**config.mk**
```make
export PLATFORM = sky130hd
export DESIGN_NAME = udc_device_flat
export DESIGN_NICKNAME = d
export VERILOG_FILES = /design/src/rtl/udc_pkg.sv /design/src/rtl/udc_link_if.sv /design/src/rtl/udc_device.sv /design/src/flat_wrapper.sv
export SDC_FILE = /design/constraint.sdc
export NUM_CORES = 1
export LEC_CHECK = 0
export BUFFER_PORTS_ARGS = -buffer_cell sky130_fd_sc_hd__buf_2
export CORE_MARGIN = 5
export CORE_UTILIZATION = 62
export CTS_CLUSTER_DIAMETER = 120
export DETAILED_ROUTE_END_ITERATION = 8
export PLACE_DENSITY = 0.83
export SLEW_MARGIN = 15
export SYNTH_ARGS = -nofsm -noshare
export SYNTH_HDL_FRONTEND = slang
export SYNTH_SLANG_ARGS = --single-unit
```
**constraint.sdc**
```tcl
create_clock -name clk -period 5.6 [get_ports clk]
set_clock_uncertainty 0.2 [all_clocks]
set_input_delay 0.28 -clock clk [delete_from_list [all_inputs] [get_ports clk]]
set_output_delay 0.28 -clock clk [all_outputs]
set_load 0.01 [all_outputs]
```
**src/rtl/udc_pkg.sv**
```systemverilog
// shared constants of the usb control-endpoint and device-state logic
package udc_pkg;
    localparam int unsigned EP_NUM = 8;
    localparam int unsigned LEN_W = 11;
    localparam logic [7:0] OFF_GLB_STATE = 8'h04;
    localparam logic [7:0] OFF_FUNC_ADDR = 8'h08;
    localparam logic [7:0] OFF_IRQ_ENABLE = 8'h10;
    localparam logic [7:0] OFF_IRQ_DISABLE = 8'h14;
    localparam logic [7:0] OFF_IRQ_MASK = 8'h18;
    localparam logic [7:0] OFF_IRQ_STATUS = 8'h1c;
    localparam logic [7:0] OFF_IRQ_CLEAR = 8'h20;
    localparam logic [7:0] OFF_EP_CSR0 = 8'h30;
    localparam logic [7:0] OFF_EP_CSR_LAST = 8'h4c;
    // global state bits
    localparam int unsigned GLB_ADDR_STATE = 0;
    localparam int unsigned GLB_CONFIGURED = 1;
    localparam int unsigned GLB_SEND_RESUME = 2;
    localparam int unsigned GLB_RESUME_SEEN = 3;
    localparam int unsigned GLB_REMOTE_WAKE = 4;
    // function address register
    localparam int unsigned FADDR_FEN = 8;
    localparam logic [6:0] FADDR_RESET = 7'h00;
    localparam logic FEN_RESET = 1'b1;
    // interrupt bit positions: endpoints occupy the low EP_NUM bits
    localparam int unsigned IRQ_SUSPEND = 8;
    localparam int unsigned IRQ_RESUME = 9;
    localparam int unsigned IRQ_SOF = 11;
    localparam int unsigned IRQ_BUS_RESET_END = 12;
    localparam int unsigned IRQ_W = 13;
    localparam logic [12:0] IMR_RESET = 13'h1200;
    // endpoint control/status fields
    localparam int unsigned CSR_TX_COMPLETE = 0;
    localparam int unsigned CSR_RX_BANK0 = 1;
    localparam int unsigned CSR_STALL_SENT = 3;
    localparam int unsigned CSR_TX_READY = 4;
    localparam int unsigned CSR_FORCE_STALL = 5;
    localparam int unsigned CSR_TYPE_LO = 8;
    localparam int unsigned CSR_ENABLE = 15;
    localparam int unsigned CSR_COUNT_LO = 16;
    // timing
    localparam int unsigned CLK_PERIOD_NS = 4;
    localparam int unsigned SUSPEND_IDLE_NS = 3000000;
    localparam int unsigned SUSPEND_IDLE_CYCLES = SUSPEND_IDLE_NS / CLK_PERIOD_NS;
    localparam int unsigned RESUME_K_NS = 20000000;
    localparam int unsigned RESUME_K_CYCLES = RESUME_K_NS / CLK_PERIOD_NS;
    typedef enum logic [1:0] {
        PKT_SETUP,
        PKT_OUT,
        PKT_IN,
        PKT_SOF
    } udc_pkt_t;
    typedef enum logic [1:0] {
        HS_ACK,
        HS_NAK,
        HS_STALL
    } udc_hs_t;
endpackage : udc_pkg

```
**src/rtl/udc_link_if.sv**
```systemverilog
// abstracted usb link between the host end and the device end
`timescale 1ns/1ns
`default_nettype none
interface udc_link_if;
    import udc_pkg::*;
    logic pkt_valid;
    udc_pkt_t pkt_kind;
    logic [6:0] pkt_addr;
    logic [3:0] pkt_ep;
    logic [LEN_W-1:0] pkt_len;
    logic bus_reset;
    logic host_resume;
    logic hs_valid;
    udc_hs_t hs_code;
    logic dev_k_state;
    modport host (output pkt_valid, pkt_kind, pkt_addr, pkt_ep, pkt_len, bus_reset,
                  host_resume, input hs_valid, hs_code, dev_k_state);
    modport dev (input pkt_valid, pkt_kind, pkt_addr, pkt_ep, pkt_len, bus_reset,
                 host_resume, output hs_valid, hs_code, dev_k_state);
endinterface : udc_link_if
`default_nettype wire

```
**src/rtl/udc_device.sv**
```systemverilog
// device end: endpoint handshakes, device state, suspend and resume
// Notes on behaviour
// - zero-length out is acked, sets bank0 flag
// - zero-length out reads count zero, irq pending
// - software clears bank0 flag to end status
// - force-stall request answers in and out with stall; setup still acked
// - stall sent sets sticky flag, irq pending
// - software picks functional or protocol stall
// - software clears stall flag on later setup
// - state changes only on bus or endpoint 0
// - idle bus enters suspend; host resume accepted
// - end of bus reset sets unmaskable flag
// - software enables endpoint 0 after reset
// - software applies address after status in
// - address state needs enable, address, function enable
// - software enables configured endpoints
// - idle bus sets suspend flag, masked irq
// - clear register clears suspend flag
// - resume detection independent of bus clock
// - bus resume sets resume flag, clearable
// - external resume event with enable sets flag
// - k-state driven only with remote-wake bit
`timescale 1ns/1ns
`default_nettype none
module udc_device #(
    parameter int unsigned SUSPEND_CYCLES = udc_pkg::SUSPEND_IDLE_CYCLES
) (
    // clock and reset
    input wire logic clk,
    input wire logic rst_n,
    // usb link
    udc_link_if.dev link,
    // register port
    input wire logic reg_wr,
    input wire logic reg_rd,
    input wire logic [7:0] reg_addr,
    input wire logic [31:0] reg_wdata,
    output logic [31:0] reg_rdata,
    output logic reg_ack,
    // interrupt and pins
    output logic irq,
    input wire logic ext_resume
);
    import udc_pkg::*;

    localparam int unsigned CNT_W = $clog2(SUSPEND_CYCLES + 1);

    typedef struct packed {
        logic [EP_NUM-1:0] ep_en;
        logic [EP_NUM-1:0] tx_comp;
        logic [EP_NUM-1:0] rx_full;
        logic [EP_NUM-1:0] stall_sent;
        logic [EP_NUM-1:0] force_stall;
        logic [EP_NUM-1:0] tx_ready;
        logic [EP_NUM-1:0][2:0] ep_type;
        logic [EP_NUM-1:0][LEN_W-1:0] byte_cnt;
        logic addr_state;
        logic configured;
        logic send_resume_en;
        logic resume_seen;
        logic remote_wake;
        logic function_enable_bit;
        logic [6:0] faddr;
        logic [IRQ_W-1:0] imr;
        logic suspend_f;
        logic resume_f;
        logic reset_end_f;
        logic sof_f;
        logic suspended;
        logic [CNT_W-1:0] idle_cnt;
        logic in_reset;
        logic [2:0] ext_sync;
        logic hs_valid;
        udc_hs_t hs_code;
        logic k_drive;
        logic irq;
        logic [31:0] rdata;
        logic ack;
    } udc_dev_state_t;

    udc_dev_state_t s_q, s_d;

    function automatic logic [IRQ_W-1:0] status_of(input udc_dev_state_t s);
        logic [IRQ_W-1:0] v;
        v = '0;
        v[EP_NUM-1:0] = s.rx_full | s.stall_sent | s.tx_comp;
        v[IRQ_SUSPEND] = s.suspend_f;
        v[IRQ_RESUME] = s.resume_f;
        v[IRQ_SOF] = s.sof_f;
        v[IRQ_BUS_RESET_END] = s.reset_end_f;
        return v;
    endfunction : status_of

    always_comb begin
        logic [2:0] ep;
        logic [IRQ_W-1:0] clr;
        logic [6:0] my_addr;
        logic hit;
        logic activity;
        logic ext_rise;
        s_d = s_q;
        ep = link.pkt_ep[2:0];
        clr = '0;
        my_addr = s_q.function_enable_bit ? s_q.faddr : FADDR_RESET;
        hit = link.pkt_valid && !s_q.in_reset && !link.bus_reset && link.pkt_addr == my_addr
              && link.pkt_ep < 4'(EP_NUM) && s_q.ep_en[ep];
        activity = link.pkt_valid || link.bus_reset || link.host_resume;
        // only the later two flops are compared; the first merely resolves metastability
        s_d.ext_sync = {s_q.ext_sync[1:0], ext_resume};
        ext_rise = s_q.ext_sync[1] && !s_q.ext_sync[2];
        s_d.hs_valid = 1'b0;
        s_d.ack = 1'b0;
        s_d.rdata = '0;

        // software side: writes first, so hardware sets below win over clears
        if (reg_wr) begin
            if (reg_addr == OFF_GLB_STATE) begin
                if (reg_wdata[GLB_ADDR_STATE]) begin
                    s_d.addr_state = 1'b1;
                end
                s_d.configured = reg_wdata[GLB_CONFIGURED];
                s_d.send_resume_en = reg_wdata[GLB_SEND_RESUME];
                s_d.remote_wake = reg_wdata[GLB_REMOTE_WAKE];
            end else if (reg_addr == OFF_FUNC_ADDR) begin
                s_d.faddr = reg_wdata[6:0];
                s_d.function_enable_bit = reg_wdata[FADDR_FEN];
            end else if (reg_addr == OFF_IRQ_ENABLE) begin
                s_d.imr = s_q.imr | reg_wdata[IRQ_W-1:0];
            end else if (reg_addr == OFF_IRQ_DISABLE) begin
                s_d.imr = s_q.imr & ~reg_wdata[IRQ_W-1:0];
            end else if (reg_addr == OFF_IRQ_CLEAR) begin
                clr = reg_wdata[IRQ_W-1:0];
            end else if (reg_addr >= OFF_EP_CSR0 && reg_addr <= OFF_EP_CSR_LAST
                         && reg_addr[1:0] == 2'b00) begin
                ep = 3'(reg_addr[7:2] - OFF_EP_CSR0[7:2]);
                // event flags: writing zero clears, writing one leaves them alone
                s_d.tx_comp[ep] = s_q.tx_comp[ep] & reg_wdata[CSR_TX_COMPLETE];
                s_d.rx_full[ep] = s_q.rx_full[ep] & reg_wdata[CSR_RX_BANK0];
                s_d.stall_sent[ep] = s_q.stall_sent[ep] & reg_wdata[CSR_STALL_SENT];
                s_d.tx_ready[ep] = reg_wdata[CSR_TX_READY];
                s_d.force_stall[ep] = reg_wdata[CSR_FORCE_STALL];
                s_d.ep_type[ep] = reg_wdata[CSR_TYPE_LO +: 3];
                s_d.ep_en[ep] = reg_wdata[CSR_ENABLE];
            end
        end
        s_d.suspend_f = s_q.suspend_f & ~clr[IRQ_SUSPEND];
        s_d.resume_f = s_q.resume_f & ~clr[IRQ_RESUME];
        s_d.sof_f = s_q.sof_f & ~clr[IRQ_SOF];
        s_d.reset_end_f = s_q.reset_end_f & ~clr[IRQ_BUS_RESET_END];

        // link side
        ep = link.pkt_ep[2:0];
        if (hit) begin
            s_d.hs_valid = link.pkt_kind != PKT_SOF;
            unique case (link.pkt_kind)
                PKT_SETUP: begin
                    s_d.hs_code = HS_ACK;
                    s_d.rx_full[ep] = 1'b1;
                    s_d.byte_cnt[ep] = link.pkt_len;
                end
                PKT_OUT: begin
                    if (s_q.force_stall[ep]) begin
                        s_d.hs_code = HS_STALL;
                        s_d.stall_sent[ep] = 1'b1;
                    end else if (s_q.rx_full[ep]) begin
                        s_d.hs_code = HS_NAK;
                    end else begin
                        s_d.hs_code = HS_ACK;
                        s_d.rx_full[ep] = 1'b1;
                        s_d.byte_cnt[ep] = link.pkt_len;
                    end
                end
                PKT_IN: begin
                    if (s_q.force_stall[ep]) begin
                        s_d.hs_code = HS_STALL;
                        s_d.stall_sent[ep] = 1'b1;
                    end else if (s_q.tx_ready[ep]) begin
                        s_d.hs_code = HS_ACK;
                        s_d.tx_ready[ep] = 1'b0;
                        s_d.tx_comp[ep] = 1'b1;
                    end else begin
                        s_d.hs_code = HS_NAK;
                    end
                end
                PKT_SOF: begin
                    s_d.sof_f = 1'b1;
                end
            endcase
        end else if (link.pkt_valid && link.pkt_kind == PKT_SOF && !s_q.in_reset) begin
            s_d.sof_f = 1'b1;
        end

        // bus reset returns the device to default state
        s_d.in_reset = link.bus_reset;
        if (link.bus_reset) begin
            s_d.ep_en = '0;
            s_d.addr_state = 1'b0;
            s_d.configured = 1'b0;
            s_d.function_enable_bit = 1'b0;
            s_d.faddr = FADDR_RESET;
        end else if (s_q.in_reset) begin
            s_d.reset_end_f = 1'b1;
        end

        // suspend on a quiet bus; any activity restarts the count
        if (activity) begin
            s_d.idle_cnt = '0;
        end else if (!s_q.suspended && s_q.idle_cnt != CNT_W'(SUSPEND_CYCLES)) begin
            s_d.idle_cnt = s_q.idle_cnt + 1'b1;
        end
        if (!s_q.suspended && !activity && s_q.idle_cnt == CNT_W'(SUSPEND_CYCLES - 1)) begin
            s_d.suspend_f = 1'b1;
            s_d.suspended = 1'b1;
        end
        if (s_q.suspended && activity) begin
            s_d.resume_f = 1'b1;
            s_d.suspended = 1'b0;
            s_d.idle_cnt = '0;
            if (s_q.k_drive && link.host_resume) begin
                s_d.resume_seen = 1'b1;
            end
        end
        if (s_q.send_resume_en && ext_rise) begin
            s_d.resume_f = 1'b1;
        end
        s_d.k_drive = s_q.suspended && s_q.send_resume_en && s_q.remote_wake;
        if (link.pkt_valid && !s_q.suspended) begin
            s_d.resume_seen = 1'b0;
        end

        // read port; unmapped offsets read as zero
        if (reg_rd) begin
            s_d.ack = 1'b1;
            if (reg_addr == OFF_GLB_STATE) begin
                s_d.rdata[GLB_ADDR_STATE] = s_q.addr_state;
                s_d.rdata[GLB_CONFIGURED] = s_q.configured;
                s_d.rdata[GLB_SEND_RESUME] = s_q.send_resume_en;
                s_d.rdata[GLB_RESUME_SEEN] = s_q.resume_seen;
                s_d.rdata[GLB_REMOTE_WAKE] = s_q.remote_wake;
            end else if (reg_addr == OFF_FUNC_ADDR) begin
                s_d.rdata[6:0] = s_q.faddr;
                s_d.rdata[FADDR_FEN] = s_q.function_enable_bit;
            end else if (reg_addr == OFF_IRQ_MASK) begin
                s_d.rdata[IRQ_W-1:0] = s_q.imr;
            end else if (reg_addr == OFF_IRQ_STATUS) begin
                s_d.rdata[IRQ_W-1:0] = status_of(s_q);
            end else if (reg_addr >= OFF_EP_CSR0 && reg_addr <= OFF_EP_CSR_LAST
                         && reg_addr[1:0] == 2'b00) begin
                ep = 3'(reg_addr[7:2] - OFF_EP_CSR0[7:2]);
                s_d.rdata[CSR_TX_COMPLETE] = s_q.tx_comp[ep];
                s_d.rdata[CSR_RX_BANK0] = s_q.rx_full[ep];
                s_d.rdata[CSR_STALL_SENT] = s_q.stall_sent[ep];
                s_d.rdata[CSR_TX_READY] = s_q.tx_ready[ep];
                s_d.rdata[CSR_FORCE_STALL] = s_q.force_stall[ep];
                s_d.rdata[CSR_TYPE_LO +: 3] = s_q.ep_type[ep];
                s_d.rdata[CSR_ENABLE] = s_q.ep_en[ep];
                s_d.rdata[CSR_COUNT_LO +: LEN_W] = s_q.byte_cnt[ep];
            end
        end

        // end-of-reset flag bypasses the mask
        s_d.irq = |(status_of(s_d) & s_d.imr) || s_d.reset_end_f;
    end

    always_ff @(posedge clk) begin
        if (!rst_n) begin
            s_q <= '0;
            s_q.imr <= IMR_RESET;
            s_q.function_enable_bit <= FEN_RESET;
            s_q.faddr <= FADDR_RESET;
        end else begin
            s_q <= s_d;
        end
    end

    assign link.hs_valid = s_q.hs_valid;
    assign link.hs_code = s_q.hs_code;
    assign link.dev_k_state = s_q.k_drive;
    assign reg_rdata = s_q.rdata;
    assign reg_ack = s_q.ack;
    assign irq = s_q.irq;
endmodule : udc_device
`default_nettype wire

```
**src/flat_wrapper.sv**
```systemverilog
// flat-port wrapper written by rule: the top's interface ports become plain ports
module udc_device_flat import udc_pkg::*;
#(
    parameter int unsigned SUSPEND_CYCLES = udc_pkg::SUSPEND_IDLE_CYCLES
)
  (clk, rst_n, reg_wr, reg_rd, reg_addr, reg_wdata, reg_rdata, reg_ack, irq, ext_resume, link_pkt_valid, link_pkt_kind, link_pkt_addr, link_pkt_ep, link_pkt_len, link_bus_reset, link_host_resume, link_hs_valid, link_hs_code, link_dev_k_state);
  udc_link_if link_i ();
  input wire logic clk;
  input wire logic rst_n;
  input wire logic reg_wr;
  input wire logic reg_rd;
  input wire logic [7:0] reg_addr;
  input wire logic [31:0] reg_wdata;
  output logic [31:0] reg_rdata;
  output logic reg_ack;
  output logic irq;
  input wire logic ext_resume;
  input wire logic [$bits(link_i.pkt_valid)-1:0] link_pkt_valid;
  input wire logic [$bits(link_i.pkt_kind)-1:0] link_pkt_kind;
  input wire logic [$bits(link_i.pkt_addr)-1:0] link_pkt_addr;
  input wire logic [$bits(link_i.pkt_ep)-1:0] link_pkt_ep;
  input wire logic [$bits(link_i.pkt_len)-1:0] link_pkt_len;
  input wire logic [$bits(link_i.bus_reset)-1:0] link_bus_reset;
  input wire logic [$bits(link_i.host_resume)-1:0] link_host_resume;
  output wire logic [$bits(link_i.hs_valid)-1:0] link_hs_valid;
  output wire logic [$bits(link_i.hs_code)-1:0] link_hs_code;
  output wire logic [$bits(link_i.dev_k_state)-1:0] link_dev_k_state;
  assign link_i.pkt_valid = link_pkt_valid;
  assign link_i.pkt_kind = link_pkt_kind;
  assign link_i.pkt_addr = link_pkt_addr;
  assign link_i.pkt_ep = link_pkt_ep;
  assign link_i.pkt_len = link_pkt_len;
  assign link_i.bus_reset = link_bus_reset;
  assign link_i.host_resume = link_host_resume;
  assign link_hs_valid = link_i.hs_valid;
  assign link_hs_code = link_i.hs_code;
  assign link_dev_k_state = link_i.dev_k_state;
  udc_device #(.SUSPEND_CYCLES(SUSPEND_CYCLES)) u_core (.clk(clk), .rst_n(rst_n), .link(link_i), .reg_wr(reg_wr), .reg_rd(reg_rd), .reg_addr(reg_addr), .reg_wdata(reg_wdata), .reg_rdata(reg_rdata), .reg_ack(reg_ack), .irq(irq), .ext_resume(ext_resume));
endmodule
```
== Word-level counts from Yosys, hierarchy flattened ==
Index checks and enable logic that the tools add are counted.
W data, S select, Z words.

* Bits in registers: 253
* Output and inout port bits: 38
* Input port bits: 72
* Word-level logic and storage cells: 268

* Eq/ne operators: 17
* Bitwise operators: 32
* Add/subtract/negate cells: 2
* Order comparisons: 7
* Muxes and demuxes: 108
* Reduce and logical (&&, ||, !) cells: 54

{| class="wikitable"
|+ Operators with widths
! operator !! count
|-
| $mux W72 || 7
|-
| $mux W88 || 2
|-
| $pmux W88 S2 || 1
|-
| $mux W13 || 10
|-
| $mux W8 || 14
|-
| $bwmux W88 || 1
|-
| $or A8 B8 Y8 || 7
|-
| $bwmux W8 || 6
|-
| $bmux W11 S3 || 1
|-
| $demux W11 S3 || 1
|-
| $eq A8 B5 Y1 const B || 4
|-
| $bmux W1 S3 || 10
|-
| $and A13 B13 Y13 || 2
|-
| $mux W1 || 26
|-
| $bwmux W24 || 1
|-
| $mux W24 || 1
|-
| $mux W11 || 2
|-
| $mux W22 || 1
|-
| $logic_and A1 B1 Y1 || 21
|-
| $mux W21 || 1
|-
| $add A20 B1 Y20 const B || 1
|-
| $eq A20 B20 Y1 const B || 1
|-
| $ne A20 B20 Y1 const B || 1
|-
| $mux W3 || 6
|-
| other kinds (43) || 92
|}

== Logic depth before layout (Yosys ltp) ==
Gate-level depths: netlist of run 1.

* Depth after elaboration: 23
* Depth in mapped cells: 11
* Depth with buffers taken out: 9

== Least setup slack after synthesis of run 1 ==
OpenSTA, ideal clock, no wires.

* Path type: reg-to-reg
* From: register u_core.s_q[81] (netlist name)
* To: register u_core.s_q[174] (netlist name)
* Required time: 5,272 ps
* Period minus slack after synthesis: 2,677 ps
* Stages on the path, launching flop included: 9
* Setup slack: 2,923 ps
* Buffers on the path: 1
* Data arrival time: 2,349 ps
* Library setup time: 128 ps
* Cell sequence: dfxtp_1 > and2b_1 > o32a_1 > or3_1 > or4_4 > or3_4 > buf_6 > mux2i_1 > nor2_1

* Cells in the longest elaborated chain, start to end: 6

{| class="wikitable"
|+ Ends and longest elaborated chain
! what !! line !! source
|-
| start: declaration || udc_device.sv:81 || <nowiki>udc_dev_state_t s_q, s_d;</nowiki>
|-
| $mux W7 || udc_device.sv:104 || <nowiki>my_addr = s_q.function_enable_bit ? s_q.faddr : FADDR_RESET;</nowiki>
|-
| $eq A7 B7 Y1 || udc_device.sv:105 || <nowiki>hit = link.pkt_valid && !s_q.in_reset && !link.bus_reset && link.pkt_addr == my_addr</nowiki>
|-
| $logic_and A1 B1 Y1 || udc_device.sv:105 ||
|-
| $logic_and A1 B1 Y1 (2 in series) || udc_device.sv:106 || <nowiki>&& link.pkt_ep < 4'(EP_NUM) && s_q.ep_en[ep];</nowiki>
|-
| $reduce_and A4 Y1 (no source line) || -- ||
|}

Every way passes these cells.
A chain may end at the register's enable or synchronous reset.

== Worst setup path in the final report of run 1 ==
* From: input reg_wr
* To: register u_core.s_q (netlist bit u_core.irq)

* Cells in the longest elaborated chain, start to end: 11
* Elaborated cells on any way between the ends: 36
* Classes of those cells: mux: 20; bitwise: 14; reduce/logical: 2

{| class="wikitable"
|+ Ends and longest elaborated chain
! what !! line !! source
|-
| start: declaration || flat_wrapper.sv:10 || <nowiki>input wire logic reg_wr;</nowiki>
|-
| $mux W72 || udc_device.sv:116 || <nowiki>if (reg_wr) begin</nowiki>
|-
| $or A8 B8 Y8 (no source line) || -- ||
|-
| $mux W8 || udc_device.sv:165 || <nowiki>end else if (s_q.rx_full[ep]) begin</nowiki>
|-
| $mux W8 || udc_device.sv:162 || <nowiki>if (s_q.force_stall[ep]) begin</nowiki>
|-
| $pmux W8 S2 || udc_device.sv:155 || <nowiki>unique case (link.pkt_kind)</nowiki>
|-
| $mux W24 || udc_device.sv:153 || <nowiki>if (hit) begin</nowiki>
|-
| $or A8 B8 Y8 (2 in series) || udc_device.sv:86 || <nowiki>v[EP_NUM-1:0] = s.rx_full | s.stall_sent | s.tx_comp;</nowiki>
|-
| $and A13 B13 Y13 || udc_device.sv:262 || <nowiki>s_d.irq = |(status_of(s_d) & s_d.imr) || s_d.reset_end_f;</nowiki>
|-
| $reduce_or A13 Y1 || udc_device.sv:262 ||
|-
| $logic_or A1 B1 Y1 (*) || udc_device.sv:262 ||
|}

Every way passes the cells marked *; elsewhere a longest branch is shown, timed or not. The select of a mux whose other input is x is not followed.

==> results.cfg, run 1 <==
[clock_network]
cts_hold_buf = 36
cts_max_level = 1
clock_latency_ns = 0.55
clkTransAtPathRegs_ns = 0.06
cts.sinks = 246
clock_path_buffers = 3
post_cts_buffers = 0
cts_tree = yes
postCtsResizedCells = 0
cts_made_buffers = 26
cts_root_buffer = clkbuf_16

[yosys]
muxShareOfSynthArea_pct = 20.6
synth_top_family_by_area = multiplexers
async_reset_ff_share_pct = 0
yosysSeqAreaShare_pct = 41.8
synth.distinct_cells = 72
synth_compound_area_share_pct = 10.2
synthCells = 1296
ys_seq_elements = 246
synth-xor-area-share_pct = 1.26
synth-adder-area-share_pct = 0.637
synth.yosys.warnings = 0
syn_avg_cell_area_sq_um = 9.10
synth_edf_count = 0
synthFlopType = dfxtp_1
synth-simple-area-share_pct = 19.5
syn_area_sq_um = 11800

[placement]
placed_area_sq_um = 11900
portBuffers = 84
hpwl_um = 20100
place_congestion = 0.957

[timing]
setup_viol = 0
period_share_pct = 66.8
worst_hold_slack_ns = 0.0715
slew_headroom_pct = 28.2
final.min_clock_period_ns = 3.74
hold_viol_final = 0
worst_pin_slew_ns = 1.08
fin_tns_setup_ns = 0
drv_slew = 0
fmax_ghz = 0.267
rsz0062_at_grt = no

[critical_path]
r2r_cells = 8
cp_max_fo = 16
r2r_start = u_core.s_q[87]
crit_end = u_core.irq
path_cells = dlygate4sd3_1 -> buf_2 -> nor4b_1 -> and3_1 -> buf_4 -> nand2_1 -> o311ai_0 -> o211ai_1 -> nor4_1 -> o21a_1 -> a41oi_1
cp.arrival_ns = 3.91
critPathCaptureType = flop
cp.depth = 11
startpoint_type = input port
critPathRequiredTime_ns = 5.77
r2r_end = u_core.s_q[148]
cp_top_family = simple AND/OR/NAND/NOR gates
crit_start = reg_wr
rrSetupSlack_ns = 2.05
path_buf_inv = 3
cp_slowest_stage_delay_ns = 0.65
crit_path_top_delay_cell = nor4b_1
worstSetupPathType = in2reg

[detailed_routing]
drc = 0
first_iter_violations = 1074
wire_per_inst_um = 19.9
ant_nets = 0
routed_wl_um = 31600
firstDrtPassIters = 5
avgViaCountPerCell = 6.33
vias = 10035

[pwr]
p_sw_mw = 0.873
internal_power_mw = 2.96
ir_drop_mv = 0.374
cellLeakagePower_nw = 5.73
pwr-share-clk_pct = 48.6
swShare_pct = 22.8
power_mw = 3.83
powerDensity_nw_per_um2 = 289
comb_power_share_pct = 5.6
p_seq_share_pct = 45.8

[cells_and_area]
fin_area_sq_um = 13300
area_growth_pct = 12.5
layout_common_cells = dfxtp_1 (246), nor2_1 (184), mux2i_1 (142)
finalNetCount = 1408
drive_gt1_share_pct = 14.7
final_common_cell = dfxtp_1
fin_util_pct = 70.9

[floorplan]
rows = 50
dieArea_sq_um = 21900
core-area_sq_um = 18700
start_util_pct = 63.0
pin_count = 110
fp.dieH_um = 148
die_x_um = 148

[grt]
gr-total-overflow = 0
grt_use_total_pct = 28.0
grt_pass1_vias = 9736
grt_antenna_before_repair = 2
grt_max_degree = 88
grt_pass1_wl_um = 49900

[hold_path]
hold_path_class = in2reg

[flow_run]
maxCapViolCount = 0

[run_status]
status = finished, final reports clean
-- worst min-delay path, delay by kind of cell --
kind	cells	cell delay, ns
AND/OR/NAND/NOR	2	0.19
buffers and inverters	1	0.17
AO/OA/AOI/OAI	1	0.13
-- final cells by class --
cell class	count	area, sq um
antenna	2	5.00
clock buffer	32	703
clock inverter	15	243
fill	1321	5450
inverter	14	55.1
multi-input combinational	911	6170
sequential	246	4920
tap	234	293
timing repair buffer	131	863
-- layer usage --
layer	wire, um	track usage, %	up-vias	part of all wire, %
met1	12200	36.7	4773	39
li1	-	-	4588	-
met5	0	0	-	0
met3	3120	4.75	109	9.9
met2	15100	46.2	565	48
met4	1110	11.5	0	3.5
-- power groups by stage --
stage | clock network, mW | logic (mW) | registers (mW)
after floorplan | 0 | 0.134 | 1.79
after global placement | 0 | 0.186 | 1.80
after detailed placement | 0 | 0.188 | 1.80
after CTS | 1.87 | 0.207 | 1.76
after global routing | 1.96 | 0.226 | 1.76
final | 1.86 | 0.213 | 1.76
-- synth_stat cells, types with 8 or more instances --
| cell | number | area, sq um |
|---|---|---|
| nand2_1 | 138 | 518 |
| dfxtp_1 | 246 | 4920 |
| mux4_2 | 38 | 856 |
| nand2b_1 | 8 | 50.1 |
| buf_4 | 36 | 270 |
| nor2b_1 | 13 | 81.3 |
| a21oi_1 | 98 | 490 |
| nand3_1 | 44 | 220 |
| or3_1 | 9 | 56.3 |
| nand4_1 | 8 | 50.1 |
| clkbuf_1 | 70 | 263 |
| xor2_1 | 14 | 123 |
| and2_1 | 20 | 125 |
| nor2_1 | 184 | 691 |
| mux2_2 | 13 | 146 |
| a22oi_1 | 19 | 143 |
| nor3_1 | 14 | 70.1 |
| and3_1 | 16 | 100 |
| buf_2 | 16 | 80.1 |
| inv_1 | 13 | 48.8 |
| o21ai_0 | 22 | 110 |
| mux2i_1 | 142 | 1420 |
-- stage by stage --
stage	instances	setup WS, ns
after floorplan	1302	2.92
after global placement	1500	2.01
after detailed placement	1500	1.99
after CTS	1583	2.08
after global routing	1585	1.83
final	1585	1.86
-- flip-flops by register name, summed over array words and instances, names as in the netlist --
signal	count
u_core.s_q	213
u_core.reg_rdata	25
u_core.link.hs_code	2
u_core.s_d	2
u_core.irq	1
u_core.link.dev_k_state	1
u_core.link.hs_valid	1
u_core.reg_ack	1
-- how the worst min path moves through the flow --
stage | start | to | slack, ns | cells past startpoint
floorplan | link_bus_reset | u_core.s_q[87] | 0.19 | 1
global placement | u_core.s_d[39] | u_core.s_d[40] | 0.22 | 1
detailed placement | u_core.s_d[39] | u_core.s_d[40] | 0.24 | 1
CTS | reg_addr[0] | u_core.s_q[79] | 0.05 | 4
global route | reg_addr[7] | u_core.reg_rdata[8] | 0.09 | 5
finish | reg_addr[0] | u_core.s_q[79] | 0.07 | 4
-- cell families (layout without fill, tap and decap cells) --
family | count (synthesis) | count (layout)
XOR/XNOR | 17 | 17
buffers and inverters | 145 | 192
adder cells (fa/ha/maj) | 6 | 6
other | 1 | 9
flip-flops | 246 | 246
AND/OR/NAND/NOR | 493 | 493
multiplexers | 193 | 193
AO/OA/AOI/OAI | 195 | 195
Power figures use the tool's default switching activity.
==> run 2: changes to the inputs <==
--- a/config.mk
+++ b/config.mk
@@ -7,10 +7,10 @@
 export LEC_CHECK = 0
 export BUFFER_PORTS_ARGS = -buffer_cell sky130_fd_sc_hd__buf_2
 export CORE_MARGIN = 5
-export CORE_UTILIZATION = 62
+export CORE_UTILIZATION = 54
 export CTS_CLUSTER_DIAMETER = 120
 export DETAILED_ROUTE_END_ITERATION = 8
-export PLACE_DENSITY = 0.83
+export PLACE_DENSITY = 0.76
 export SLEW_MARGIN = 15
 export SYNTH_ARGS = -nofsm -noshare
 export SYNTH_HDL_FRONTEND = slang
==> constraint.sdc (replaced) <==
create_clock -name clk -period 3.4 [get_ports clk]
set_clock_uncertainty 0.2 [all_clocks]
set_input_delay 0.17 -clock clk [delete_from_list [all_inputs] [get_ports clk]]
set_output_delay 0.17 -clock clk [all_outputs]
set_load 0.01 [all_outputs]
==> run 2 against run 1 <==
Combinational power is 74% higher. Die area is 14% higher. Critical path depth is 2 lower. Clock power is 57% higher. Sequential share of layout area is 0.88 points lower. Via count is 0.62% lower. Register-to-register slack worse by 1.7 ns. Global-route usage is 2.5 points lower. Flip-flop and latch count stayed put. Largest cell class unchanged.
==> results.cfg, run 2 (synthesis gave the netlist of run 1 again) <==
[clock_network]
cts_tree = yes
cts_made_buffers = 26
clock_path_buffers = 3
cts.sinks = 246
cts_root_buffer = clkbuf_16
post_cts_buffers = 0
clkTransAtPathRegs_ns = 0.06
cts_max_level = 1
clock_latency_ns = 0.54

[timing]
drv_slew = 0
fmax_ghz = 0.320
hold_viol_final = 0
rsz0062_at_grt = no
setup_viol = 0
setup_slack_ns = 0.273
fin_tns_setup_ns = 0
worst_pin_slew_ns = 0.789
final.min_clock_period_ns = 3.13
slew_headroom_pct = 47.4
period_share_pct = 92.0

[floorplan]
start_util_pct = 54.4
pin_count = 110
dieArea_sq_um = 24900
die_x_um = 158
core-area_sq_um = 21700
rows = 54
fp.dieH_um = 158

[placement]
portBuffers = 84
placed_area_sq_um = 12300
placedCellCount = 1580
hpwl_um = 21500
post-place-ws_ns = 0.388
place_congestion = 0.954

[detailed_routing]
ant_nets = 0
firstDrtPassIters = 8
wire_per_inst_um = 19.4
first_iter_violations = 971
drc = 0
avgViaCountPerCell = 5.98
vias = 9973
routed_wl_um = 32400

[critical_path]
cp_common_cell = dlygate4sd3_1
r2r_start = u_core.s_q[87]
critPathRequiredTime_ns = 3.63
rrSetupSlack_ns = 0.33
r2r_end = u_core.s_q[128]
cp.arrival_ns = 3.35
critPathCaptureType = flop
path_cells = dlygate4sd3_1 -> buf_2 -> or4_1 -> or3_1 -> nor2_1 -> nand2_1 -> mux2i_1 -> o21ai_0 -> dlygate4sd3_1
cp_slowest_stage_delay_ns = 0.62
startpoint_type = input port
worstSetupPathType = in2reg
cp_max_fo = 8
crit_path_top_delay_cell = or4_1
r2r_cells = 9

[pwr]
internal_power_mw = 4.75
p_sw_mw = 1.43
ir_drop_mv = 0.306
cellLeakagePower_nw = 5.89
pwr-share-clk_pct = 47.2
p_seq_share_pct = 46.8
powerDensity_nw_per_um2 = 455
swShare_pct = 23.1
comb_power_share_pct = 6.0

[cells_and_area]
largest_reg_flops = 213
antenna_cells = 0
final_common_cell = dfxtp_1
fin_area_sq_um = 13600
finalNetCount = 1447
layout_common_cells = dfxtp_1 (246), nor2_1 (184), mux2i_1 (142)
area_growth_pct = 15.2
regMostFlops = u_core.s_q
drive_gt1_share_pct = 16.8
final_cells = 1669

[hold_path]
min_from = reg_addr[4]
hold_end = u_core.reg_rdata[6]
hold_path_class = in2reg
holdPathStages = 4

[run_status]
status = finished, final reports clean

[grt]
grt_pass1_wl_um = 51000
grt_antenna_before_repair = 1
gr-total-overflow = 0
grt_use_total_pct = 25.5
grt_pass1_vias = 9540
grt_max_degree = 73

[flow_run]
maxCapViolCount = 0
run 2: cell count changes in the layout (fill, tap and decap cells not counted), moves of 2 or more:
cell	previous run	this run
buf_4	11	44
clkbuf_8	3	9
dlygate4sd3_1	36	41
bufinv_16	5	1
diode_2	2	0
run 2: worst max path at each step:
| stage | slack, ns | endpoint | startpoint |
|---|---|---|---|
| final | 0.27 | u_core.s_q[87] | reg_addr[1] |
| after global routing | 0.14 | u_core.s_q[87] | reg_addr[1] |
| after CTS | 0.33 | u_core.s_q[87] | reg_addr[1] |
| after detailed placement | 0.39 | u_core.s_q[177] | u_core.s_q[87] |
| after global placement | 0.44 | u_core.s_q[180] | u_core.s_q[87] |
| after floorplan | 0.72 | u_core.s_q[174] | u_core.s_q[81] |
run 2: critical path: cells and delay by family:
family / cells / cell delay (ns)
buffers and inverters: 3 / 1.27
AOI/OAI and AO/OA: 1 / 0.08
and+or+nand+nor: 4 / 1.62
muxes: 1 / 0.21
run 2: cell type report:
class	count	area, sq um
repair buffers	170	1180
multi-input cells	911	6170
fillers	1744	8110
flip-flops and latches	246	4920
well taps	280	350
clock inverters	10	88.8
inverters	14	55.1
clock buffers	38	807
run 2: power groups by stage:
stage / Sequential (mW) / Clock, mW / Combinational, mW
finish: 2.89 / 2.92 / 0.371
global route: 2.89 / 3.07 / 0.395
CTS: 2.89 / 2.94 / 0.363
detailed placement: 2.96 / 0 / 0.329
global placement: 2.96 / 0 / 0.325
floorplan: 2.96 / 0 / 0.221
run 2: what timing repair did:
item	4_1_cts	5_1_grt
hold buffers	41	0
hold endpoints to repair	174	0
resized for setup	0	0
run 2: metrics by stage:
step           total power [mW]  util, %  hold WS, ns
3_3_place_gp               3.28     56.6        0.183
5_1_grt                    6.35     62.6       0.0457
2_1_floorplan              3.18        -       0.0828
6_report                   6.18     62.6       0.0152
4_1_cts                    6.20     62.6      0.00645
3_5_place_dp               3.29     56.6        0.194
run 2: per-layer routing:
metal	global-route usage [%]	share of wire [%]
met5	0	0.040
met4	8.81	2.8
met3	4.62	9.4
met2	41.5	47
met1	34.5	41
